[src/switch_host_pkg.sv]
package switch_host_pkg;
  localparam int ADDR_W = 8;
  localparam int DATA_W = 8;
  localparam int SHARED_W = 6;
  localparam int CNT_W = 8;
  localparam int SYS_CLK_KHZ = 125000;
  localparam int SCLK_SLOW_KHZ = 4096;
  localparam int SCLK_FAST_KHZ = 8192;
  // serial clock periods in system clock cycles, rounded down
  localparam int SCLK_SLOW_CYC = SYS_CLK_KHZ / SCLK_SLOW_KHZ;
  localparam int SCLK_FAST_CYC = SYS_CLK_KHZ / SCLK_FAST_KHZ;
  localparam logic [CNT_W-1:0] SCLK_SPLIT_CYC =
    CNT_W'((SCLK_SLOW_CYC + SCLK_FAST_CYC) / 2);
  // a frame pulse lasts less than three slow serial clocks
  localparam logic [CNT_W-1:0] FP_MAX_CYC = CNT_W'(3 * SCLK_SLOW_CYC);
  localparam logic [CNT_W-1:0] CNT_MAX = {CNT_W{1'b1}};
  localparam int ACK_DELAY_NS = 16;
  localparam int CLK_PERIOD_NS = 8;
  localparam logic [1:0] ACK_DELAY_CYC =
    2'((ACK_DELAY_NS + CLK_PERIOD_NS - 1) / CLK_PERIOD_NS);
  localparam logic [1:0] ACK_CNT_ZERO = 2'h0;
  localparam logic [1:0] ACK_CNT_ONE = 2'h1;
  localparam logic [ADDR_W-1:0] ADDR_ZERO = 8'h00;
  localparam logic [DATA_W-1:0] DATA_ZERO = 8'h00;
  localparam logic [SHARED_W-1:0] SHARED_ZERO = 6'h00;
  localparam logic [CNT_W-1:0] CNT_ZERO = 8'h00;
  localparam logic [CNT_W-1:0] CNT_ONE = 8'h01;
  typedef enum logic [1:0] {
    ACC_IDLE = 2'b00,
    ACC_WAIT = 2'b01,
    ACC_DONE = 2'b10
  } acc_state_t;
endpackage

[src/edge_detect.sv]
`timescale 1ns/1ps
`default_nettype none
module edge_detect (
  input wire logic clk,
  input wire logic resetn,
  input wire logic level,
  output logic rise,
  output logic fall
);
  logic level_ff;

  always_ff @(posedge clk or negedge resetn) begin
    if (!resetn) begin
      level_ff <= 1'h0;
    end else begin
      level_ff <= level;
    end
  end

  assign rise = level & ~level_ff;
  assign fall = ~level & level_ff;
endmodule
`default_nettype wire

[src/switch_host_port.sv]
// Summary of operation
// RULE_01 - detect frame pulse format automatically
// RULE_02 - serial clock 4.096 or 8.192 MHz
// RULE_03 - non-multiplexed: shared pins are address 0-2
// RULE_04 - 16x8 mode: shared pins are inputs 8-10
// RULE_05 - non-multiplexed: next pins are address 3-5
// RULE_06 - 16x8 mode: next pins are inputs 11-13
// RULE_07 - data strobe high with select does access
// RULE_08 - drive bus while read strobe low
// RULE_09 - read/write level sets bus direction
// RULE_10 - bus is input while write strobe low; code drives it if read strobe is also low
// RULE_11 - accesses only while chip select low
// RULE_12 - bus reaches registers and memories
// RULE_13 - multiplexed: address taken from bus lines
// RULE_14 - style pin high selects multiplexed bus
// RULE_15 - latch address on strobe falling edge
// RULE_16 - open-drain acknowledge low ends transfer
// RULE_17 - reset clears state, serial outputs float
// RULE_18 - bus floats unless selected and reading
`timescale 1ns/1ps
`default_nettype none
module switch_host_port (
  input wire logic clk,
  input wire logic resetn,
  input wire logic bus_style_pin,
  input wire logic sepStrobeStyle,
  input wire logic chipSelectN,
  input wire logic bus_strobe_or_read_strobe_n,
  input wire logic rwOrWriteN,
  input wire logic address_latch_strobe,
  input wire logic [switch_host_pkg::DATA_W-1:0] hostBusIn,
  output logic [switch_host_pkg::DATA_W-1:0] hostBusOut,
  output logic hostBusOe,
  output logic transfer_ack_n,
  output logic transferAckOe,
  input wire logic [switch_host_pkg::SHARED_W-1:0] sharedPins,
  input wire logic sixteenByEight,
  input wire logic speedFast,
  input wire logic serialClk,
  input wire logic frame_sync_in,
  output logic [switch_host_pkg::SHARED_W-1:0] serialExtraIn,
  output logic [switch_host_pkg::ADDR_W-1:0] regAddr,
  output logic [switch_host_pkg::DATA_W-1:0] regWdata,
  output logic regWrite,
  output logic regRead,
  input wire logic [switch_host_pkg::DATA_W-1:0] regRdata,
  output logic frameStart,
  output logic frameGci,
  output logic clockMismatch,
  output logic serialOutEnable
);
  import switch_host_pkg::*;

  acc_state_t accState_ff, nxt_accState;
  logic [1:0] ackCnt_ff, nxt_ackCnt;
  logic [ADDR_W-1:0] latchAddr_ff;
  logic [DATA_W-1:0] rdata_ff;
  logic [ADDR_W-1:0] regAddr_ff;
  logic [DATA_W-1:0] regWdata_ff;
  logic regWrite_ff, regRead_ff;
  logic [CNT_W-1:0] fsCnt_ff, sclkCnt_ff;
  logic frameStart_ff, frameGci_ff, clockMismatch_ff, serialOutEnable_ff;
  logic [SHARED_W-1:0] serialExtra_ff;

  // bus decoding
  wire muxMode = bus_style_pin; // [RULE_14]
  wire sepStrobes = muxMode & sepStrobeStyle;
  wire selected = ~chipSelectN; // [RULE_11]
  wire dataStrobe = bus_strobe_or_read_strobe_n;
  wire sepRead = selected & ~bus_strobe_or_read_strobe_n; // [RULE_08]
  wire sepWrite = selected & ~rwOrWriteN; // [RULE_10]
  wire dsAccess = selected & dataStrobe; // [RULE_07]
  wire dsRead = dsAccess & rwOrWriteN; // [RULE_09]
  wire dsWrite = dsAccess & ~rwOrWriteN; // [RULE_09]
  wire readActive = sepStrobes ? sepRead : dsRead;
  wire writeActive = sepStrobes ? (sepWrite & ~sepRead) : dsWrite;
  wire accessActive = readActive | writeActive;
  wire [ADDR_W-1:0] pinAddr = {2'h0, sharedPins}; // [RULE_03] [RULE_05]
  wire [ADDR_W-1:0] accAddr = muxMode ? latchAddr_ff : pinAddr; // [RULE_13]
  wire accessStart;
  wire aleFall;
  wire fsRise, fsFall;
  wire sclkRise;
  wire ackDone = (ackCnt_ff == ACK_DELAY_CYC - ACK_CNT_ONE);
  wire fsShort = (fsCnt_ff < FP_MAX_CYC);
  wire sclkMeasuredFast = (sclkCnt_ff < SCLK_SPLIT_CYC);

  edge_detect accEdge (
    .clk(clk),
    .resetn(resetn),
    .level(accessActive),
    .rise(accessStart),
    .fall()
  );

  edge_detect aleEdge (
    .clk(clk),
    .resetn(resetn),
    .level(address_latch_strobe),
    .rise(),
    .fall(aleFall)
  );

  edge_detect fsEdge (
    .clk(clk),
    .resetn(resetn),
    .level(frame_sync_in),
    .rise(fsRise),
    .fall(fsFall)
  );

  edge_detect sclkEdge (
    .clk(clk),
    .resetn(resetn),
    .level(serialClk),
    .rise(sclkRise),
    .fall()
  );

  // access sequencing and acknowledge
  always_comb begin
    nxt_accState = accState_ff;
    nxt_ackCnt = ackCnt_ff;
    case (accState_ff)
      ACC_IDLE: begin
        nxt_ackCnt = ACK_CNT_ZERO;
        if (accessStart) begin
          nxt_accState = ACC_WAIT;
        end
      end
      ACC_WAIT: begin
        nxt_ackCnt = ackCnt_ff + ACK_CNT_ONE;
        if (!accessActive) begin
          nxt_accState = ACC_IDLE;
        end else if (ackDone) begin
          nxt_accState = ACC_DONE;
        end
      end
      ACC_DONE: begin
        if (!accessActive) begin
          nxt_accState = ACC_IDLE;
        end
      end
      default: begin
        nxt_accState = ACC_IDLE;
      end
    endcase
  end

  always_ff @(posedge clk or negedge resetn) begin
    if (!resetn) begin // [RULE_17]
      accState_ff <= ACC_IDLE;
      ackCnt_ff <= ACK_CNT_ZERO;
    end else begin
      accState_ff <= nxt_accState;
      ackCnt_ff <= nxt_ackCnt;
    end
  end

  // address latch, multiplexed bus only
  always_ff @(posedge clk or negedge resetn) begin
    if (!resetn) begin
      latchAddr_ff <= ADDR_ZERO;
    end else if (muxMode && aleFall) begin
      latchAddr_ff <= hostBusIn; // [RULE_15] [RULE_13]
    end
  end

  // one access pulse per strobe, toward registers and memories
  always_ff @(posedge clk or negedge resetn) begin
    if (!resetn) begin
      regAddr_ff <= ADDR_ZERO;
      regWdata_ff <= DATA_ZERO;
      regWrite_ff <= 1'h0;
      regRead_ff <= 1'h0;
      rdata_ff <= DATA_ZERO;
    end else begin
      regWrite_ff <= accessStart & writeActive; // [RULE_12]
      regRead_ff <= accessStart & readActive; // [RULE_12]
      if (accessStart) begin
        regAddr_ff <= accAddr;
        regWdata_ff <= hostBusIn;
      end
      // memory read data may lag the strobe, so keep sampling until ack
      if (accState_ff == ACC_WAIT) begin
        rdata_ff <= regRdata;
      end
    end
  end

  // frame pulse format: a short high pulse is the GCI style
  always_ff @(posedge clk or negedge resetn) begin
    if (!resetn) begin
      fsCnt_ff <= CNT_ZERO;
      frameGci_ff <= 1'h0;
      frameStart_ff <= 1'h0;
    end else begin
      frameStart_ff <= (fsRise | fsFall) & fsShort;
      if (fsRise || fsFall) begin
        fsCnt_ff <= CNT_ZERO;
        if (fsShort) begin
          frameGci_ff <= fsFall; // [RULE_01]
        end
      end else if (fsCnt_ff != CNT_MAX) begin
        fsCnt_ff <= fsCnt_ff + CNT_ONE;
      end
    end
  end

  // serial clock rate check against the selected speed
  always_ff @(posedge clk or negedge resetn) begin
    if (!resetn) begin
      sclkCnt_ff <= CNT_ZERO;
      clockMismatch_ff <= 1'h0;
    end else if (sclkRise) begin
      sclkCnt_ff <= CNT_ZERO;
      clockMismatch_ff <= sclkMeasuredFast ^ speedFast; // [RULE_02]
    end else if (sclkCnt_ff != CNT_MAX) begin
      sclkCnt_ff <= sclkCnt_ff + CNT_ONE;
    end
  end

  // shared pins as extra 2.048 Mb/s inputs; serial side held off in reset
  always_ff @(posedge clk or negedge resetn) begin
    if (!resetn) begin
      serialExtra_ff <= SHARED_ZERO;
      serialOutEnable_ff <= 1'h0; // [RULE_17]
    end else begin
      serialExtra_ff <=
        sixteenByEight ? sharedPins : SHARED_ZERO; // [RULE_04] [RULE_06]
      serialOutEnable_ff <= 1'h1;
    end
  end

  assign hostBusOut = rdata_ff;
  assign hostBusOe = readActive; // [RULE_08] [RULE_18]
  assign transfer_ack_n = 1'h0;
  assign transferAckOe = (accState_ff == ACC_DONE); // [RULE_16]
  assign serialExtraIn = serialExtra_ff;
  assign regAddr = regAddr_ff;
  assign regWdata = regWdata_ff;
  assign regWrite = regWrite_ff;
  assign regRead = regRead_ff;
  assign frameStart = frameStart_ff;
  assign frameGci = frameGci_ff;
  assign clockMismatch = clockMismatch_ff;
  assign serialOutEnable = serialOutEnable_ff;
endmodule
`default_nettype wire

[config.mk]
export PLATFORM = sky130hd
export DESIGN_NAME = switch_host_port
export DESIGN_NICKNAME = d
export VERILOG_FILES = /design/src/switch_host_pkg.sv /design/src/edge_detect.sv /design/src/switch_host_port.sv
export SDC_FILE = /design/constraint.sdc
export NUM_CORES = 1
export LEC_CHECK = 0
export BUFFER_PORTS_ARGS = -buffer_cell sky130_fd_sc_hd__buf_2
export CAP_MARGIN = 10
export CORE_MARGIN = 1
export CORE_UTILIZATION = 55
export CTS_BUF_LIST = sky130_fd_sc_hd__clkbuf_8
export DETAILED_ROUTE_END_ITERATION = 12
export PLACE_DENSITY_LB_ADDON = 0.05
export SLEW_MARGIN = 20
export SYNTH_ARGS = -nofsm -noshare
export SYNTH_HDL_FRONTEND = slang
export SYNTH_SLANG_ARGS = --single-unit
export TNS_END_PERCENT = 5
[constraint.sdc]
create_clock -name clk -period 1.85 [get_ports clk]
set_clock_uncertainty 0.15 [all_clocks]
set_input_delay 0.185 -clock clk [delete_from_list [all_inputs] [get_ports clk]]
set_output_delay 0.185 -clock clk [all_outputs]
set_load 0.01 [all_outputs]
Word level (Yosys, flattened, before mapping). Cells that the tools add are included.

Word-level logic and storage cells: 81. Bits in registers: 68. Bits of input ports: 34. Output and inout bits: 39.

Add/sub/neg operators: 3. Multiplexer cells: 14. Reduce and logical (&&, ||, !) cells: 8. Bitwise operators: 27. Eq/ne operators: 8. Magnitude comparators: 2.

Operators by type and width (number): 8-bit two-way mux (5); 8-bit by 1-bit adder with 8-bit output, second input constant (2); 8-bit inequality test, second input constant (2); 1-bit AND (15); 1-bit inverter (9); 8-bit by 5-bit < comparator with 1-bit output, second input constant (1); 8-bit by 7-bit < comparator with 1-bit output, second input constant (1); 2-bit two-way mux (4); 6-bit two-way mux (1); 2-bit one-hot mux with 3 select lines (1); 2-bit nonzero test (3); 2-bit by 1-bit == test with 1-bit output, second input constant (2); 2-bit inequality test, second input constant (2); 2-bit one-hot mux with 2 select lines (1); 3-bit inequality test, second input constant (1); 3-bit AND reduction (1); 2-bit by 1-bit adder with 2-bit output, second input constant (1); 2-bit == test, second input constant (1); 2-bit zero test (1); 1-bit two-way mux (2); 1-bit bitwise OR (2); 2-bit AND reduction (1); 1-bit logical AND (1); 1-bit logical OR (1); 1-bit XOR (1).

Logic depth before layout (Yosys ltp).
Depth after elaboration: 9. Mapped depth: 5. Mapped depth without buffers: 5.

By module. Synthesis repeated with hierarchy kept, for this count alone.

Cells, all modules: 254. Area, all modules: 2974.1 µm².

By module, submodules not included: switch_host_port (cells each 242, seq. area each 1601.5 µm², area an instance 2813.9 µm², times used 1); edge_detect (cells each 3, seq. area each 25.0 µm², area an instance 40.0 µm², times used 4).

Worst setup path after synthesis. OpenSTA, ideal clock, no wires.

Kind: reg2reg. From: register sclkCnt_ff[0]. To: register sclkCnt_ff[3]. Clock period less this slack: 1.513 ns. Arrival time: 1.289 ns. Setup slack: 0.337 ns. Cell stages (with the launch flop): 5. Cells stage by stage: dfrtp_1 ha_1 and3_1 a2111o_1 o21ai_2.

Longest elaborated chain between the ends: 3. Elaborated cells between the ends (all ways): 5. Classes of those cells: add/sub (1); eq/ne (1); mux (2); reduce/logical (1).

Ends and longest elaborated chain: start, declared (line switch_host_port.sv:61) `logic [CNT_W-1:0] fsCnt_ff, sclkCnt_ff;`; start signal, assigned (line switch_host_port.sv:219) `sclkCnt_ff <= sclkCnt_ff + CNT_ONE;`; 8-bit by 1-bit adder with 8-bit output (line switch_host_port.sv:219); 8-bit two-way mux (line switch_host_port.sv:218) `end else if (sclkCnt_ff != CNT_MAX) begin`; 8-bit two-way mux (line switch_host_port.sv:215) `end else if (sclkRise) begin`.

Parallel ways exist; a longest one is shown, timed or not. The select of a mux whose other input is x is not followed. A chain may end at the register's enable or synchronous reset.

Worst setup path after layout.
From: input port rwOrWriteN. To: output port hostBusOe.

Longest elaborated chain between the ends: 2.

Ends and longest elaborated chain: start, declared (line switch_host_port.sv:29) `input wire logic rwOrWriteN,`; 1-bit AND (line switch_host_port.sv:73) `wire dsRead = dsAccess & rwOrWriteN;`; 1-bit two-way mux (line switch_host_port.sv:75) `wire readActive = sepStrobes ? sepRead : dsRead;`; end, declared (line switch_host_port.sv:33) `output logic hostBusOe,`.

No other way between the ends.

==> flow_summary.yaml <==
detailed_routing:
  wl_mm: 5.940
  drc_errors: 0
  wl_per_cell_um: 14.01
  drtIter0Drc: 100
  num_vias: 2218
  vias_per_cell: 5.231
  ant_nets: 0
  dr.pass1.iters: 4
synth:
  synthArstFlopShare_pct: 100.0
  avgSynthCellArea_sq_um: 12.52
  synth_most_common_cell: "dfrtp_1"
  synth_fp_nets: 279
  yosys.area.top_type: "dfrtp_1"
  yosysWarningCount: 0
  ys_seq_area_share_pct: 56.41
  ys_top_cells_by_count: "dfrtp_1 (68), mux2_2 (29), nand2_1 (13)"
  synth-edff-count: 0
  yosysTopAreaCellShare_pct: 56.41
  yosys-top-cells-area: "dfrtp_1 (56%), mux2_2 (11%), mux2_4 (4.0%), a21oi_1 (1.8%), nor3_1 (1.8%)"
  synth_cell_types: 42
  netlist_instances: 241
  synth_area_sq_um: 3017
  ys.flop_type: "dfrtp_1"
  ys_ff_latch: 68
outcome:
  status: "finished clean"
floorplan:
  io_pins: 73
  dieArea_sq_um: 5785
  die_h_um: 76.06
  core_area_sq_um: 5205
  die_x_um: 76.06
  start_util_pct: 57.96
  num_rows: 26
sta:
  tns_ns: 0
  period_share_pct: 91.40
  timing.final.ws_setup_ns: 0.1592
  rsz0062_at_grt: "no"
  whs_ns: 0.03110
  setup_viol: 0
  max_freq_ghz: 0.5914
  min_period_ns: 1.691
  maxSlewViolCount: 0
  hold_viol: 0
grt:
  grt_max_degree: 24
  antenna_found_initial: 0
  grt.overflow.total: 0
  grt_pass1_vias: 2184
  grt_usage_pct: 22.32
  grt_pass1_wl_mm: 10.04
setup_path:
  r2r-end: "sclkCnt_ff[3]$_DFFE_PN0P_"
  startpoint_type: "input port"
  crit_required_ns: 1.51
  cpLargestDelayFamily: "buffers and inverters"
  crit_slowest_cell: "dlygate4sd3_1"
  r2r_setup_slack_ns: 0.25
  timing.rr.start: "sclkCnt_ff[0]$_DFFE_PN0P_"
  crit_type: "in -> out"
  arrival_ns: 1.36
  worstPathCellList: "dlygate4sd3_1 -> buf_2 -> nand2_1 -> mux2_2 -> nor2_1 -> buf_2"
  r2r_cells: 4
  endpoint_kind: "output port"
  crit_path_max_incr_delay_ns: 0.53
  cpMostUsedCell: "buf_2"
  path_max_fanout: 3
  cp_num_buf_inv: 3
cts:
  cts_sinks: 68
  clkLatencyLatePin_ns: 0.33
  cts_setup_buffers: 0
  clockBufferDepth: 2
  path_clk_slew_ns: 0.07
  htree_levels: 3
  cts_tree: "built"
  cts_root_buf: "clkbuf_8"
  numCtsBuffers: 9
hold_path:
  hold-path-endpoint: "serialExtraIn[5]$_DFF_PN0_"
  holdPathStages: 2
  hold_path_class: "in -> reg"
  hp-start: "sixteenByEight"
placement:
  portBuffers: 71
  place_ws_ns: 0.1530
  post-dp-hpwl_mm: 3.951
  placed_area_sq_um: 3450
  gp_congestion: 0.7914
final_layout:
  regArea_sq_um: 1702
  multi_input_area_sq_um: 1231
  drive_gt1_share_pct: 37.29
  fillers: 346
  postLayoutCellArea_sq_um: 3973
  num_antenna_cells: 0
  area_delta_synth_final_pct: 31.69
  nNetsFinal: 387
power:
  leakagePower_nw: 1.913
  power_density_nw_per_um2: 993.6
  ir_worst_vdd_v: 0.0006956
job:
  cap_violations: 0
worst reg2reg max path: stages, from the launching register on:
cell	delay, ns
dfrtp_1	0.42
ha_1	0.26
and3_1	0.22
a2111o_1	0.43
o21ai_2	0.05
where the power goes:
group	leakage, nW	total, mW	switching, mW	internal [mW]
clock network	0.109	1.31	0.554	0.754
registers	0.849	1.87	0.159	1.72
logic	0.956	0.765	0.346	0.420
total	1.91	3.95	1.06	2.89
per-layer routing:
| layer | vias up | part of all wire, % | track usage (%) |
|---|---|---|---|
| met3 | 2 | 4.6 | 5.389 |
| met2 | 54 | 48 | 36.91 |
| met1 | 1068 | 47 | 27.85 |
| li1 | 1094 | - | - |
| met5 | - | 0 | 0 |
| met4 | 0 | 0.52 | 10.19 |
layout by cell type, fill, tap and decap left out, drive strengths merged, types with 5 or more instances in the layout:
cell         instances
buf                 75
dfrtp               68
mux2                37
dlygate4sd3         30
nand2               13
nor3                11
a21oi               11
clkbuf               9
o21ai                9
and2                 8
nand3                8
inv                  7
nand4                5
nor2b                5
kinds of logic after synthesis:
group / share of synthesized area, %
adder cells (fa/ha/maj): 1.659
AND/OR/NAND/NOR: 14.06
multiplexers: 16.13
buffers and inverters: 3.028
flip-flops: 56.41
AO/OA/AOI/OAI: 8.461
other: 0.2490
sequential cells by signal, indices dropped and copies added, names as in the netlist, 6 cells and up:
signal         count
fsCnt_ff           8
hostBusOut         8
latchAddr_ff       8
regAddr            8
regWdata           8
sclkCnt_ff         8
serialExtraIn      6
what timing repair did:
action                                  in CTS  in global routing
hold endpoints to repair                   104                  0
gates resized for setup                      0                  1
hold buffers                                30                  0
endpoints found under the setup margin       0                 14
worst max-delay path by stage:
| stage | start | end | cells past startpoint |
|---|---|---|---|
| after CTS | chipSelectN | regAddr[0]$_DFFE_PN0P_ | 5 |
| after global placement | accEdge.level_ff$_DFF_PN0_ | regWdata[6]$_DFFE_PN0P_ | 3 |
| after detailed placement | accEdge.level_ff$_DFF_PN0_ | regWdata[6]$_DFFE_PN0P_ | 3 |
| after floorplan | sclkCnt_ff[0]$_DFFE_PN0P_ | sclkCnt_ff[3]$_DFFE_PN0P_ | 4 |
| after global routing | frame_sync_in | frameGci$_DFFE_PN0P_ | 7 |
| final | rwOrWriteN | hostBusOe | 6 |
area by class of cell:
| class | count | share of cell area [%] |
|---|---|---|
| sequential | 68 | 42.83 |
| multi-input combinational | 158 | 30.99 |
| timing repair buffer | 105 | 17.89 |
| clock buffer | 9 | 3.118 |
| clock inverter | 7 | 2.299 |
| tap | 70 | 2.205 |
| inverter | 7 | 0.6614 |
metrics by stage:
step | power [mW] | utilization (%) | instances
5_1_grt | 4.144 | 76.32 | 424
3_3_place_gp | 2.594 | 66.27 | 378
3_5_place_dp | 2.614 | 66.27 | 378
2_1_floorplan | 2.319 | - | 241
6_report | 3.947 | 76.32 | 424
4_1_cts | 3.976 | 76.18 | 424
Power figures use the tool's default switching activity.
